<file path="src/rtl/csr_status_regs.vh">
`ifndef CSR_STATUS_REGS_VH
`define CSR_STATUS_REGS_VH

// ----------------------------------------
// Group select
// ----------------------------------------
`define CSR_GRP_CAL        1'h0
`define CSR_GRP_HW         1'h1

// ----------------------------------------
// Register select within a group
// ----------------------------------------
`define CSR_REG_COND       3'h0
`define CSR_REG_RISE       3'h1
`define CSR_REG_FALL       3'h2
`define CSR_REG_EVENT      3'h3
`define CSR_REG_ENABLE     3'h4

// ----------------------------------------
// Widths, masks and reset values
// ----------------------------------------
`define CSR_WIDTH          16
`define CSR_ZERO           16'h0000
`define CSR_RISE_RESET     16'h7FFF
`define CSR_FALL_RESET     16'h0000
`define CSR_CAL_USED_MASK  16'h001F
`define CSR_HW_USED_MASK   16'h0FFF

// ----------------------------------------
// Calibration condition bits
// ----------------------------------------
`define CSR_CAL_TXPWR_ZERO 4
`define CSR_CAL_VOLTMETER  3
`define CSR_CAL_COUNTER    2
`define CSR_CAL_SAMPLER    1
`define CSR_CAL_SPECTRUM   0

// ----------------------------------------
// Hardware conflict condition bits
// ----------------------------------------
`define CSR_HW_ACP_RBW     11
`define CSR_HW_ACP_WIDE    10
`define CSR_HW_NOTCH       9
`define CSR_HW_AUDIO_TWO   8
`define CSR_HW_FM_DEV      7
`define CSR_HW_AM_FM       6
`define CSR_HW_AUDIO_RANGE 5
`define CSR_HW_RF_RANGE    4
`define CSR_HW_RF_TUNE     3
`define CSR_HW_OFFSET      2
`define CSR_HW_GEN_AMPL    1
`define CSR_HW_REF_LEVEL   0
`define CSR_MSB            15

`endif

</file>
<file path="src/rtl/csr_status.v">
// Notes on behaviour
// - Each group: 16-bit condition, rise/fall filters, event, enable, summary.
// - Condition bit 15 always reads zero in both groups.
// - Calibration bit 4 set while transmit power auto-zero failed.
// - Calibration bit 3 set when voltmeter self-calibration failed.
// - Calibration bit 2 set when counter self-calibration failed.
// - Calibration bit 1 set when sampler self-calibration failed.
// - Calibration bit 0 set when spectrum analyzer self-calibration failed.
// - Event register clears when read, and on clear-status command.
// - Enable has no clear; writing zero holds all enable bits zero.
// - Host reads and writes both transition filters of each group.
// - Condition register is read only and returns its current value.
// - Host reads enable register and loads it by writing a value.
// - Hardware bit 11: adjacent-channel-power bandwidth inconsistent with resolution bandwidth.
// - Hardware bit 10: adjacent-channel-power bandwidth or offset too wide.
// - Hardware bit 9: first audio source outside notch filter range.
// - Hardware bit 8: audio voltage exceeds second audio source capability.
// - Hardware bit 7: FM deviation too large for generator frequency.
// - AM and FM together refused; hardware bit 6 flags the request.
// - Hardware bits 5, 4, 3: audio range, RF range, RF tune errors.
// - Hardware bit 2: generator minus analyzer frequency differs from offset.
// - Hardware bit 1: generator amplitude too high; bit 0: reference level.
`timescale 1ns/1ps
`include "csr_status_regs.vh"

module csr_status (
    // Clock and reset
    input  wire        i_sys_clk,
    input  wire        i_rst,
    // Calibration failure inputs
    input  wire        i_txpwr_zero_fail,
    input  wire        i_voltmeter_cal_fail,
    input  wire        i_counter_cal_fail,
    input  wire        i_sampler_cal_fail,
    input  wire        i_spectrum_cal_fail,
    // Hardware conflict inputs
    input  wire        i_acp_rbw_mismatch,
    input  wire        i_acp_too_wide,
    input  wire        i_audio_source_one_notch,
    input  wire        i_audio_source_two_volt,
    input  wire        i_fm_dev_too_large,
    input  wire        i_am_request,
    input  wire        i_fm_request,
    input  wire        i_audio_range_err,
    input  wire        i_rf_range_err,
    input  wire        i_rf_tune_err,
    input  wire        i_offset_mismatch,
    input  wire        i_gen_ampl_high,
    input  wire        i_ref_level_bad,
    // Host status command port
    input  wire        i_cmd_valid,
    input  wire        i_cmd_write,
    input  wire        i_cmd_group,
    input  wire [2:0]  i_cmd_reg,
    input  wire [15:0] i_cmd_wdata,
    input  wire        i_clear_status,
    // Host answer
    output reg         o_rsp_valid,
    output reg  [15:0] o_rsp_data,
    // Modulation grant and summaries
    output reg         o_am_enable,
    output reg         o_fm_enable,
    output reg         o_cal_summary,
    output reg         o_hw_summary
);

    // ----------------------------------------
    // Condition sampling
    // ----------------------------------------
    wire [15:0] cal_raw;
    wire [15:0] hw_raw;
    wire        am_fm_clash;

    assign am_fm_clash = i_am_request & i_fm_request;

    assign cal_raw = {11'h000,
                      i_txpwr_zero_fail,
                      i_voltmeter_cal_fail,
                      i_counter_cal_fail,
                      i_sampler_cal_fail,
                      i_spectrum_cal_fail};

    assign hw_raw = {4'h0,
                     i_acp_rbw_mismatch,
                     i_acp_too_wide,
                     i_audio_source_one_notch,
                     i_audio_source_two_volt,
                     i_fm_dev_too_large,
                     am_fm_clash,
                     i_audio_range_err,
                     i_rf_range_err,
                     i_rf_tune_err,
                     i_offset_mismatch,
                     i_gen_ampl_high,
                     i_ref_level_bad};

    // ----------------------------------------
    // Group storage, index 0 calibration, 1 hardware
    // ----------------------------------------
    reg  [15:0] cond   [0:1];
    reg  [15:0] rise   [0:1];
    reg  [15:0] fall   [0:1];
    reg  [15:0] evt    [0:1];
    reg  [15:0] enable [0:1];
    wire [15:0] raw    [0:1];
    wire [15:0] used   [0:1];
    wire        summ   [0:1];

    assign raw[0]  = cal_raw;
    assign raw[1]  = hw_raw;
    assign used[0] = `CSR_CAL_USED_MASK;
    assign used[1] = `CSR_HW_USED_MASK;

    genvar g;
    generate
        for (g = 0; g < 2; g = g + 1) begin : grp
            wire        sel;
            wire        wr;
            wire        rd_event;
            wire [15:0] cond_next;
            wire [15:0] edges;

            assign sel       = i_cmd_valid & (i_cmd_group == g);
            assign wr        = sel & i_cmd_write;
            assign rd_event  = sel & ~i_cmd_write & (i_cmd_reg == `CSR_REG_EVENT);
            // Bit 15 and unused bits are forced low at the source
            assign cond_next = raw[g] & used[g];
            // Filtered edges, seen in the same cycle the raw input changes
            assign edges = ((cond_next & ~cond[g]) & rise[g])
                         | ((~cond_next & cond[g]) & fall[g]);
            assign summ[g] = |(evt[g] & enable[g]);

            always @(posedge i_sys_clk or posedge i_rst) begin
                if (i_rst) begin
                    cond[g]   <= `CSR_ZERO;
                    rise[g]   <= `CSR_RISE_RESET;
                    fall[g]   <= `CSR_FALL_RESET;
                    evt[g]    <= `CSR_ZERO;
                    enable[g] <= `CSR_ZERO;
                end else begin
                    cond[g] <= cond_next;
                    // A new edge in the clearing cycle survives the clear
                    if (rd_event || i_clear_status) begin
                        evt[g] <= edges & used[g];
                    end else begin
                        evt[g] <= (evt[g] | edges) & used[g];
                    end
                    if (wr && i_cmd_reg == `CSR_REG_RISE) begin
                        rise[g] <= i_cmd_wdata;
                    end
                    if (wr && i_cmd_reg == `CSR_REG_FALL) begin
                        fall[g] <= i_cmd_wdata;
                    end
                    if (wr && i_cmd_reg == `CSR_REG_ENABLE) begin
                        enable[g] <= i_cmd_wdata;
                    end
                end
            end
        end
    endgenerate

    // ----------------------------------------
    // Read mux
    // ----------------------------------------
    reg [15:0] rd_mux;
    reg        rd_grp;

    always @* begin
        rd_grp = i_cmd_group;
        case (i_cmd_reg)
            `CSR_REG_COND:   rd_mux = cond[rd_grp];
            `CSR_REG_RISE:   rd_mux = rise[rd_grp];
            `CSR_REG_FALL:   rd_mux = fall[rd_grp];
            `CSR_REG_EVENT:  rd_mux = evt[rd_grp];
            `CSR_REG_ENABLE: rd_mux = enable[rd_grp];
            default:         rd_mux = `CSR_ZERO;
        endcase
    end

    // ----------------------------------------
    // Answer and outputs
    // ----------------------------------------
    always @(posedge i_sys_clk or posedge i_rst) begin
        if (i_rst) begin
            o_rsp_valid   <= 1'b0;
            o_rsp_data    <= `CSR_ZERO;
            o_am_enable   <= 1'b0;
            o_fm_enable   <= 1'b0;
            o_cal_summary <= 1'b0;
            o_hw_summary  <= 1'b0;
        end else begin
            // Writes to the condition register are silently dropped
            o_rsp_valid <= i_cmd_valid & ~i_cmd_write;
            if (i_cmd_valid && !i_cmd_write) begin
                o_rsp_data <= rd_mux;
            end
            // Neither modulation is granted while both are asked for
            o_am_enable   <= i_am_request & ~i_fm_request;
            o_fm_enable   <= i_fm_request & ~i_am_request;
            o_cal_summary <= summ[0];
            o_hw_summary  <= summ[1];
        end
    end

endmodule

</file>
<file path="config.mk">
export PLATFORM = sky130hd
export DESIGN_NAME = csr_status
export DESIGN_NICKNAME = d
export VERILOG_FILES = /design/src/rtl/csr_status.v
export VERILOG_INCLUDE_DIRS = /design/src /design/src/rtl
export SDC_FILE = /design/constraint.sdc
export NUM_CORES = 1
export LEC_CHECK = 0
export ABC_AREA = 0
export CORE_MARGIN = 1
export CORE_UTILIZATION = 55
export DETAILED_ROUTE_END_ITERATION = 10
export DONT_BUFFER_PORTS = 1
export PLACE_DENSITY = 0.7
export SETUP_SLACK_MARGIN = 0.1
export SKIP_CTS_REPAIR_TIMING = 1
export SLEW_MARGIN = 20
export SYNTH_ARGS = -nofsm -noshare
export SYNTH_HDL_FRONTEND = slang
export SYNTH_SLANG_ARGS = --single-unit
</file>
<file path="constraint.sdc">
create_clock -name i_sys_clk -period 10.6 [get_ports i_sys_clk]
set_input_delay 2.12 -clock i_sys_clk [delete_from_list [all_inputs] [get_ports i_sys_clk]]
set_output_delay 2.12 -clock i_sys_clk [all_outputs]
set_load 0.1 [all_outputs]
</file>
# Word-level counts from Yosys, hierarchy flattened
# Cells that the tools add are included.
[totals] ff_bits=151 output_inout_bits=21 in_bits=43 elab_cells=87
[classes] bitwise=35 n_reduce_logical=13 n_lt_le_gt_ge=1 muxes=18 n_eq_ne=4
[op_table] op="16-bit 2-to-1 mux" count=13
[op_table] op="16-bit case mux with 5 select lines" count=1
[op_table] op="12-bit bitwise AND" count=4
[op_table] op="12-bit 2-to-1 mux" count=3
[op_table] op="16-bit OR reduction" count=2
[op_table] op="12-bit NOT" count=2
[op_table] op="12-bit bitwise OR" count=2
[op_table] op="5-bit bitwise AND" count=4
[op_table] op="12-bit by 16-bit bitwise AND with 16-bit output" count=1
[op_table] op="5-bit by 16-bit bitwise AND with 16-bit output" count=1
[op_table] op="1-bit bitwise AND" count=12
[op_table] op="5-bit NOT" count=2
[op_table] op="5-bit bitwise OR" count=2
[op_table] op="1-bit logical AND" count=7
[op_table] op="3-bit by 2-bit equality test with 1-bit output, second input constant" count=2
[op_table] op="5-bit 2-to-1 mux" count=1
[op_table] op="1-bit NOT" count=4
[op_table] op="3-bit by 1-bit equality test with 1-bit output, second input constant" count=1
[op_table] op="3-bit equality test, second input constant" count=1
[op_table] op="3-bit logical NOT" count=1
[op_table] op="2-bit greater-or-equal comparator, second input constant" count=1
[op_table] op="1-bit logical OR" count=2
[op_table] op="1-bit NOT with 2-bit output" count=1
[op_table] op="1-bit logical NOT" count=1

# Longest topological paths before layout
# Gate-level depths: netlist of run 1.
[logic_depth] depth_word=7 depth_mapped=7 depth_no_buf=5

# Worst setup path after synthesis of run 1
# No wires, ideal clock.
[synth_path] path_type="input -> register" startpoint="in i_cmd_reg[0]" endpoint="reg enable[16] in the netlist's numbering" setup_time_ns=0.125 setup_slack_ns=7.122 n_path_buf=3 required_time_ns=10.475 cell_stages=6 arrival_ns=3.352 cell_sequence="buf_6 -> or3b_1 -> buf_6 -> nor2_8 -> buf_12 -> mux2_4"
[synth_between] elab_chain_len=2
[synth_lines] item="start, declared" line_no="csr_status.v:54" rtl="input wire [2:0] i_cmd_reg,"
[synth_lines] item="3-bit equality test"
[synth_lines] item="1-bit logical AND (no line)"
[synth_lines] item="end signal, assigned by index" line_no="csr_status.v:139" rtl="enable[g] <= `CSR_ZERO;"
[synth_lines] item="end signal, assigned by index" line_no="csr_status.v:155" rtl="enable[g] <= i_cmd_wdata;"
[synth_lines] item="end, declared" line_no="csr_status.v:104" rtl="reg [15:0] enable [0:1];"
# No other way between the ends.
# A chain may end at the register's enable or synchronous reset.

# Final worst setup path of run 1
[layout_path] startpoint="reg o_rsp_data[11]" endpoint="out o_rsp_data[11]"
[layout_rtl] item="start, declared" line_no="csr_status.v:59" rtl="output reg [15:0] o_rsp_data,"
[layout_rtl] item="start signal, assigned" line_no="csr_status.v:186" rtl="o_rsp_data <= `CSR_ZERO;"
[layout_rtl] item="start signal, assigned" line_no="csr_status.v:195" rtl="o_rsp_data <= rd_mux;"
# No word-level cell between the ends.

==> results of run 1 <==
## kinds of logic (layout without fill, tap and decap cells)
family,count (synthesis),after routing
AOI/OAI and AO/OA,79,79
buffers and inverters,33,46
DFF,151,151
muxes,151,151
and+or+nand+nor,111,111
## power groups by stage
stage          registers (uW)  clock network (uW)  logic (uW)
5_1_grt                   856                 673         216
6_report                  845                 636         196
3_3_place_gp              848                   0         190
3_5_place_dp              853                   0         197
2_1_floorplan             823                   0         174
4_1_cts                   844                 644         198
## how the worst max path moves through the flow
| stage | end | slack [ps] | cells past startpoint |
|---|---|---|---|
| detailed placement | enable[27]$_DFFE_PP0P_ | 6660 | 4 |
| CTS | o_rsp_data[11] | 7070 | 0 |
| global route | o_rsp_data[11] | 7070 | 0 |
| finish | o_rsp_data[11] | 7090 | 0 |
| floorplan | cond[0]$_DFF_PP0_ | 4460 | 1 |
| global placement | o_rsp_data[10]$_DFFE_PP0P_ | 6650 | 5 |
## through the flow
step | cell area (um^2) | std cells | hold slack, ps | worst slack [ps]
floorplan | 7050 | 525 | 457 | 4460
global placement | 7090 | 678 | 478 | 6650
detailed placement | 7090 | 678 | 493 | 6660
CTS | 7730 | 710 | 506 | 7070
global route | 7730 | 710 | 523 | 7070
finish | 7730 | 710 | 505 | 7090
## area by class of cell
type                            instances  area (um^2)  area share
Sequential cell                       151         3820       0.494
Multi-Input combinational cell        341         2980       0.386
Clock buffer                           22          494      0.0639
Tap cell                              172          215      0.0278
Clock inverter                         10          140      0.0181
Timing Repair Buffer                    6         45.0     0.00583
Inverter                                8         35.0     0.00453
## synth_stat cells, types with 2 or more instances
| cell type | number | area share |
|---|---|---|
| dfrtp_1 | 121 | 0.43 |
| mux2_2 | 64 | 0.10 |
| mux2i_1 | 52 | 0.074 |
| nand2_1 | 36 | 0.019 |
| nor2_1 | 35 | 0.019 |
| dfstp_2 | 30 | 0.11 |
| mux2_4 | 30 | 0.064 |
| o22ai_1 | 21 | 0.019 |
| nand3b_1 | 17 | 0.018 |
| o211ai_1 | 11 | 0.012 |
| o21ai_0 | 11 | 0.0078 |
| a22o_1 | 10 | 0.012 |
| a22oi_1 | 8 | 0.0085 |
| inv_1 | 7 | 0.0037 |
| buf_2 | 6 | 0.0043 |
| buf_4 | 6 | 0.0064 |
| buf_6 | 6 | 0.0096 |
| nor2_8 | 6 | 0.017 |
| o221ai_1 | 5 | 0.0062 |
| nor2b_1 | 4 | 0.0035 |
| a21oi_1 | 3 | 0.0021 |
| a221oi_1 | 3 | 0.0037 |
| buf_12 | 3 | 0.0085 |
| clkbuf_1 | 3 | 0.0016 |
| mux4_2 | 3 | 0.0096 |
| o21ai_1 | 3 | 0.0021 |
| or3b_1 | 3 | 0.0037 |
| and2_1 | 2 | 0.0018 |
| mux2_1 | 2 | 0.0032 |
| nor3_1 | 2 | 0.0014 |
## flip-flops by register name, indices dropped and copies added (netlist names)
register	count
enable	32
evt	17
o_rsp_valid	1
o_hw_summary	1
o_cal_summary	1
o_rsp_data	16
fall	32
o_am_enable	1
cond	17
o_fm_enable	1
rise	32
## metal layers
metal / routed length [um] / vias to the layer above / global-route usage
met5: 0 / - / 0
li1: - / 1932 / -
met2: 7770 / 123 / 0.414
met3: 937 / 19 / 0.0749
met4: 198 / 0 / 0.0857
met1: 7020 / 2261 / 0.348
## worst register-to-register path: stages (launching register included)
cell and delay, ps:
dfrtp_1 950, a22oi_1 210, o21ai_0 130
==> metrics.txt, run 1 <==
status completed; HPWL Detailed 10400 um; first-pass GRT wire length 25400 um; Vias/cell 6.11; commonest non-fill, non-tap cell in the layout dfrtp_1; Max VDD drop 123 uV; Max clock buf depth 2; crit path capture type output port; drt first-iter violations 424; vias post-DR 4335; Tightest Hold Check Type reg -> reg; CTS root buf clkbuf_16; ANT cells 0; core area 12600 um^2; Seq/Total Area, Yosys 0.541; post-route minimum period 3510 ps; Mean Syn Cell Area 13.4 um^2; commonest non-fill, non-tap cells in the layout 121 x dfrtp_1, 64 x mux2_2, 52 x mux2i_1; r2r startpoint o_rsp_data[7]$_DFFE_PP0P_; initial antenna violation count 0; Logic pwr share 0.117; multiplexer share of the synthesized area 0.253; Sequential Power Share 0.504; worst setup path start o_rsp_data[11]$_DFFE_PP0P_; Die Height 115 um; CTS tree done; die width 115 um; Top FF cell, synth dfrtp_1; leakage 0.00345 uW; DRC 0; Syn Nets 568; Register-to-Register Setup Slack 9220 ps; Sw Share 0.280; largest family of logic cells by synthesized area multiplexers; Setup violations, final 0; Synth Area in Adders 0; Critical Path Start Type register; Relative slew margins 0.297; Worst Path Max Fanout 2; Max Cap Viol 0; reg2reg end o_rsp_data[7]$_DFFE_PP0P_; Worst-Margin Slew 1050 ps; number of synthesized flops with an enable pin 0; XOR/XNOR Fraction of Synth Area 0; # rows 41; Clock Latency Late Sink 430 ps; Final Hold Viols 0; Tot Pwr 1680 uW; WL/cell 22.4 um; switching power 469 uW; Simple-Gate Fraction of Synth Area 0.0912; Post-Route Utilization 0.615; Req. time, crit path 8480 ps; IO Pins 64; min-delay src fall[28]$_DFFE_PP0P_; final worst-path cycle share 0.331; WHS Endpoint fall[28]$_DFFE_PP0P_; unrepaired setup endpoints after global routing no; Compound-Gate Fraction of Synth Area 0.0784; number of H-tree levels 4; share of cells above drive strength 1 0.327; FMAX 0.285 GHz; GRT Overall Usage 0.262; vias in the first global route 4519; Clk pwr share 0.379; Post-Synthesis Cells 525; Post-Route Skew 6.91 ps; Pint 1210 uW; Setup CP Type reg -> out; clock sink count 151; Post-Route WL 15900 um; die area 13300 um^2; TNS Setup 0 ps; routability cong. 0.840; Synth Warn # 0; Critical Path AT 1390 ps; Nets 568; Hold Path Depth 1; effective utilization at floorplan 0.561; Register-to-Register Path Depth 2; Mapped Area 7050 um^2; FFs w/ async S/R, synth 1.00; Synth-to-Final Area Change 9.58%; IO Port Bufs 0; Remaining Overflow, GRT 0; Routed Antenna Nets 0; fill count 975; drt pass-1 iters 5; register bit total from synthesis 151; cell area power density 217 nW/um^2; Synth cell types 42; final max-slew violation count 0; Worst-path clk slew 60 ps; largest net degree at the start of global routing 80; total CTS buffers 17
Power figures use the tool's default switching activity.
==> inputs of run 2 (changes only) <==
ABC_AREA = 1   (was 0)
PLACE_DENSITY = 0.73   (was 0.7)
clock period = 3.1 ns   (was 10.6 ns; I/O delays follow)
==> run 2 against run 1 <==
  * Setup slack worse by 6000 ps
  * Global-route usage up 2.4 points
  * Critical path depth unchanged
  * Clock skew up 2.2 ps
  * Die area up 0.12%
  * Register-to-register slack worse by 7400 ps
  * Routed wire length up 9.5%
  * Utilization up 0.90 points
  * Critical path type unchanged
  * Largest cell class unchanged
==> metrics.txt, run 2 <==
fill count 1119 (+15%); Relative slew margins 0.394 (+0.0971); vias post-DR 5685 (+31%); Final Hold Viols 0 (unchanged); Post-Route Utilization 0.624 (+0.00896); initial antenna violation count 0 (unchanged); drt pass-1 iters 5 (unchanged); Seq/Total Area, Yosys 0.540 (-0.000671); routability cong. 0.824 (-1.9%); Commonest cells post-synth 377 x nand2_1, 121 x dfrtp_1, 97 x o21ai_0; Clock Latency Late Sink 430 ps (about the same); commonest non-fill, non-tap cells in the layout 377 x nand2_1, 121 x dfrtp_1, 97 x o21ai_0; Area contributors post-synth dfrtp_1 43%, nand2_1 20%, dfstp_2 11%; crit path capture type output port; Max Cap Viol 0 (unchanged); Syn Nets 945 (+66%); WL/cell 16.1 um (-28%); Synth top area share 0.429 (-0.000532); Mean Syn Cell Area 7.83 um^2 (-42%); Routed Antenna Nets 0 (unchanged); number of H-tree levels 4 (unchanged); Yosys top cell by area dfrtp_1; met1 wire length 7700 um (+9.7%); DR top layer met4; drt first-iter violations 492 (+16%); Worst Path Max Fanout 2 (unchanged); DRC 0 (unchanged); Max clock buf depth 2 (unchanged); Setup violations, final 0 (unchanged); GRT Overall Usage 0.286 (+0.0241); Post-Route Skew 9.13 ps (+2.23 ps); Critical Path AT 1370 ps (-20 ps); Setup CP Type reg -> out; FFs w/ async S/R, synth 1.00 (unchanged); FMAX 0.503 GHz; Register-to-Register Setup Slack 1790 ps (-7430 ps); # rows 41 (unchanged); first-pass GRT wire length 28000 um (+10%); met3 wire length 1490 um (+59%); Worst-path clk slew 60 ps (about the same); Critical Path Start Type register; CTS tree done; leakage 0.00388 uW (+12%); Die Height 115 um (about the same); Worst-Margin Slew 909 ps (-137 ps); Req. time, crit path 2480 ps (-6000 ps); TNS Setup 0 ps (unchanged); final worst-path cycle share 0.642; largest net degree at the start of global routing 98 (+23%); die area 13300 um^2 (+0.12%); Synth cell types 25 (-40%); Synth Warn # 0 (unchanged); Synth-to-Final Area Change 11.0%; Mapped Area 7060 um^2 (+0.12%); post-route minimum period 1990 ps; most frequent cell after synthesis nand2_1; IO Port Bufs 0 (unchanged); share of cells above drive strength 1 0.101 (-0.226); Tightest Hold Check Type in -> async; CTS root buf clkbuf_16; die width 115 um (about the same); total CTS buffers 17 (unchanged); cell area power density 725 nW/um^2 (+230%); HPWL Detailed 11600 um (+12%); Max VDD drop 437 uV (+260%); clock sink count 151 (unchanged); Vias/cell 5.26 (-14%); vias in the first global route 5352 (+18%); Nets 939 (+65%); final cell count without fillers 1080 (+52%); unrepaired setup endpoints after global routing no; register bit total from synthesis 151 (unchanged); IO Pins 64 (unchanged); Remaining Overflow, GRT 0 (unchanged); commonest non-fill, non-tap cell in the layout nand2_1; Post-Place Cells 1049 (+55%); ANT cells 0 (unchanged); Post-Synthesis Cells 902 (+72%); final max-slew violation count 0 (unchanged); effective utilization at floorplan 0.562 (+0.000697); status completed; Top FF cell, synth dfrtp_1; met2 WL post-DR 7820 um (+0.71%); Largest regs enable: 32 flops, fall: 32 flops, rise: 32 flops; number of synthesized flops with an enable pin 0 (unchanged); Post-Route WL 17400 um (+9.5%); core area 12600 um^2 (unchanged)
==> run 2: cell types whose count changed after synthesis, sizes merged, moves of 21 or more <==
cell,previous run,this run
a21oi,3,28
nand3,2,34
mux2,96,0
o22ai,21,0
mux2i,52,0
inv,8,80
o21ai,14,103
nand2,36,379
==> run 2: metal layers <==
layer,global-route usage,vias to the layer above
li1,-,2824
met5,0,-
met3,0.0917,38
met1,0.386,2625
met4,0.109,0
met2,0.429,198
==> run 2: per-stage QoR <==
stage / cell area (um^2) / setup slack, ps / power (uW) / hold WS [ps]
global placement: 7240 / 834 / 3580 / 465
finish: 7840 / 1110 / 5680 / 121
global route: 7840 / 1020 / 5970 / 169
CTS: 7840 / 1100 / 5700 / 139
detailed placement: 7240 / 776 / 3610 / 469
floorplan: 7070 / 602 / 3420 / 453
==> run 2: where the power goes <==
part           switching, uW  internal, uW  leakage [uW]
Clock                    790          1300      0.000290
Combinational            421           265       0.00177
Sequential               521          2380       0.00182
==> run 2: cell type report <==
type,count,area [um^2],area share
Timing Repair Buffer,16,145,0.0185
Clock inverter,7,92.6,0.0118
Sequential cell,151,3820,0.487
Inverter,80,304,0.0388
Clock buffer,24,512,0.0653
Multi-Input combinational cell,630,2760,0.352
Tap cell,172,215,0.0274
==> run 2: cells by family after synthesis <==
group	Yosys count	synth area share
simple gates	479	0.274
flops	151	0.540
compound gates	151	0.114
buf+inv	121	0.0710
==> run 2: worst paths after layout <==
path,startpoint,end,cells past startpoint
min in group i_sys_clk,i_acp_too_wide,cond[10]$_DFF_PP0_,0
worst max-delay path,o_rsp_data[9]$_DFFE_PP0P_,o_rsp_data[9],0
max in group asynchronous,i_rst,rise[6]$_DFFE_PP1P_,2
worst min register to register,rise[14]$_DFFE_PP1P_,rise[14]$_DFFE_PP1P_,2
worst min-delay path,i_rst,o_rsp_data[14]$_DFFE_PP0P_,1
worst max register to register,enable[1]$_DFFE_PP0P_,o_hw_summary$_DFF_PP0_,4
==> inputs of run 3 (changes only) <==
PLACE_DENSITY = 0.7   (was 0.73)
clock period = 2 ns   (was 3.1 ns; I/O delays follow)
==> run 3 against run 2 <==
  * Total power increased by 57%
  * Sequential cell count unchanged
  * Worst hold slack got worse by 92 ps
  * Routed wire length increased by 7.4%
  * Combinational power increased by 150%
  * Global-route usage increased by 1.3 points
  * Critical path depth increased by 1
  * Non-clock buffer count increased by 41
  * Count of clock-buffer cells in the layout unchanged
  * Utilization increased by 2.9 points
  * Via count increased by 7.0%
  * Sequential share of layout area decreased by 2.2 points
  * Critical path type unchanged
  * Highest routed layer unchanged
==> metrics.txt, run 3 (synthesized netlist as in run 2, its figures left out) <==
Critical Path AT 1110 ps (-260 ps); r2r startpoint rise[18]$_DFFE_PP1P_; vias in the first global route 5596 (+4.6%); Max VDD drop 755 uV (+73%); Req. time, crit path 1600 ps (-880 ps); # rows 41 (unchanged); WP buf/inv 1; Post-Route Utilization 0.653 (+0.0295); Register-to-Register Setup Slack 770 ps (-1020 ps); Clock Latency Late Sink 430 ps (about the same); Worst path max stage delay 380 ps; Logic pwr share 0.189 (+0.068); IO Pins 64 (unchanged); Register-to-Register Path Depth 8 (+4); Post-Route Skew 7.12 ps (-2.01 ps); final max-slew violation count 0 (unchanged); CTS tree done; Setup CP Type reg -> out; Die Height 115 um (unchanged); initial antenna violation count 0 (unchanged); Worst-Margin Slew 657 ps (-252 ps); Pint 6180 uW (+56%); GRT Overall Usage 0.299 (+0.0132); Remaining Overflow, GRT 0 (unchanged); IO Port Bufs 0 (unchanged); ANT cells 0 (unchanged); DRC 0 (unchanged); share of cells above drive strength 1 0.121 (+0.0197); Worst Path Max Fanout 2 (unchanged); Crit path depth 1 (+1); crit path capture type output port; Sequential Power Share 0.455 (-0.056); switching power 2740 uW (+58%); first-pass GRT wire length 29100 um (+4.1%); drt pass-1 iters 5 (unchanged); Post-Route WL 18700 um (+7.4%); number of H-tree levels 4 (unchanged); pre-CTS WS 254 ps (-523 ps); FMAX 0.661 GHz; effective utilization at floorplan 0.562 (unchanged); Largest regs enable: 32 flops, fall: 32 flops, rise: 32 flops; fill count 1078 (-3.7%); clock sink count 151 (unchanged); vias post-DR 6085 (+7.0%); commonest non-fill, non-tap cell in the layout nand2_1; reg2reg end o_rsp_data[2]$_DFFE_PP0P_; PnR worst setup slack 487 ps (-623 ps); Clk pwr share 0.356 (-0.013); worst setup path start o_rsp_data[14]$_DFFE_PP0P_; largest net degree at the start of global routing 126 (+29%); HPWL Detailed 12000 um (+3.4%); cell area power density 1090 nW/um^2 (+50%); drt first-iter violations 638 (+30%); Worst-path clk slew 60 ps (about the same); die area 13300 um^2 (unchanged); Setup violations, final 0 (unchanged); routability cong. 0.879 (+6.7%); Vias/cell 5.42 (+3.0%); final worst-path cycle share 0.756; CP top delay family flip-flops; Final Hold Viols 0 (unchanged); Nets 980 (+4.4%); Routed Antenna Nets 0 (unchanged); Critical Path End o_rsp_data[14]; WL/cell 16.7 um (+3.4%); commonest non-fill, non-tap cells in the layout 377 x nand2_1, 121 x dfrtp_1, 97 x o21ai_0; core area 12600 um^2 (unchanged); unrepaired setup endpoints after global routing no; leakage 0.00408 uW (+5.3%); Critical Path, Cell by Cell buf_4; Synth-to-Final Area Change 16.3%; Tightest Hold Check Type in -> reg; status completed; Sw Share 0.307 (+0.00232); Max clock buf depth 2 (unchanged); CP max stage cell dfrtp_1; CTS root buf clkbuf_16; Relative slew margins 0.562 (+0.168); Critical Path Start Type register; die width 115 um (unchanged); total CTS buffers 17 (unchanged); post-route minimum period 1510 ps; Max Cap Viol 0 (unchanged)
-- run 3: changes by cell type in the layout (fill, tap and decap cells not counted), sizes merged --
cell and delta:
buf +24, clkinv +2, clkinvlp -1, dlygate4sd3 +17
-- run 3: worst min path at each step --
| stage | startpoint | endpoint | cells after the start |
|---|---|---|---|
| finish | i_am_request | o_fm_enable$_DFF_PP0_ | 1 |
| global route | i_fm_request | o_am_enable$_DFF_PP0_ | 1 |
| CTS | i_rst | enable[19]$_DFFE_PP0P_ | 2 |
| detailed placement | i_rst | evt[19]$_DFF_PP0_ | 2 |
| global placement | i_rst | cond[19]$_DFF_PP0_ | 2 |
| floorplan | i_ref_level_bad | cond[0]$_DFF_PP0_ | 0 |
-- run 3: cell type report --
class | instances | area [um^2] | share of cell area
clock buffers | 24 | 492 | 0.0599
multi-input cells | 630 | 2760 | 0.336
clock inverters | 8 | 95.1 | 0.0116
inverters | 80 | 304 | 0.0370
repair buffers | 57 | 533 | 0.0649
flip-flops and latches | 151 | 3820 | 0.465
well taps | 172 | 215 | 0.0262
-- run 3: metrics by stage --
stage	instances	cell area (um^2)	power, uW	hold slack [ps]	setup TNS (ps)
after CTS	1105	8040	8920	-38.7	0
after floorplan	902	7070	5300	431	-33690
after global placement	1073	7450	5670	405	0
final	1122	8210	8920	28.8	0
after global routing	1122	8210	9320	16.0	0
after detailed placement	1073	7450	5740	414	0
-- run 3: power by group through the flow --
| stage | logic [uW] | clock network [uW] | registers (uW) |
|---|---|---|---|
| 6_report | 1690 | 3170 | 4060 |
| 5_1_grt | 1870 | 3330 | 4120 |
| 2_1_floorplan | 870 | 0 | 4430 |
| 4_1_cts | 1660 | 3210 | 4050 |
| 3_3_place_gp | 1590 | 0 | 4070 |
| 3_5_place_dp | 1640 | 0 | 4090 |
-- run 3: per-layer routing --
metal | global-route usage | vias up | wire length, um | part of all wire
met4 | 0.103 | 0 | 367 | 0.020
met2 | 0.479 | 228 | 8880 | 0.47
met5 | 0 | - | 0 | 0
met3 | 0.0743 | 31 | 1330 | 0.071
met1 | 0.397 | 2912 | 8150 | 0.44
li1 | - | 2914 | - | -
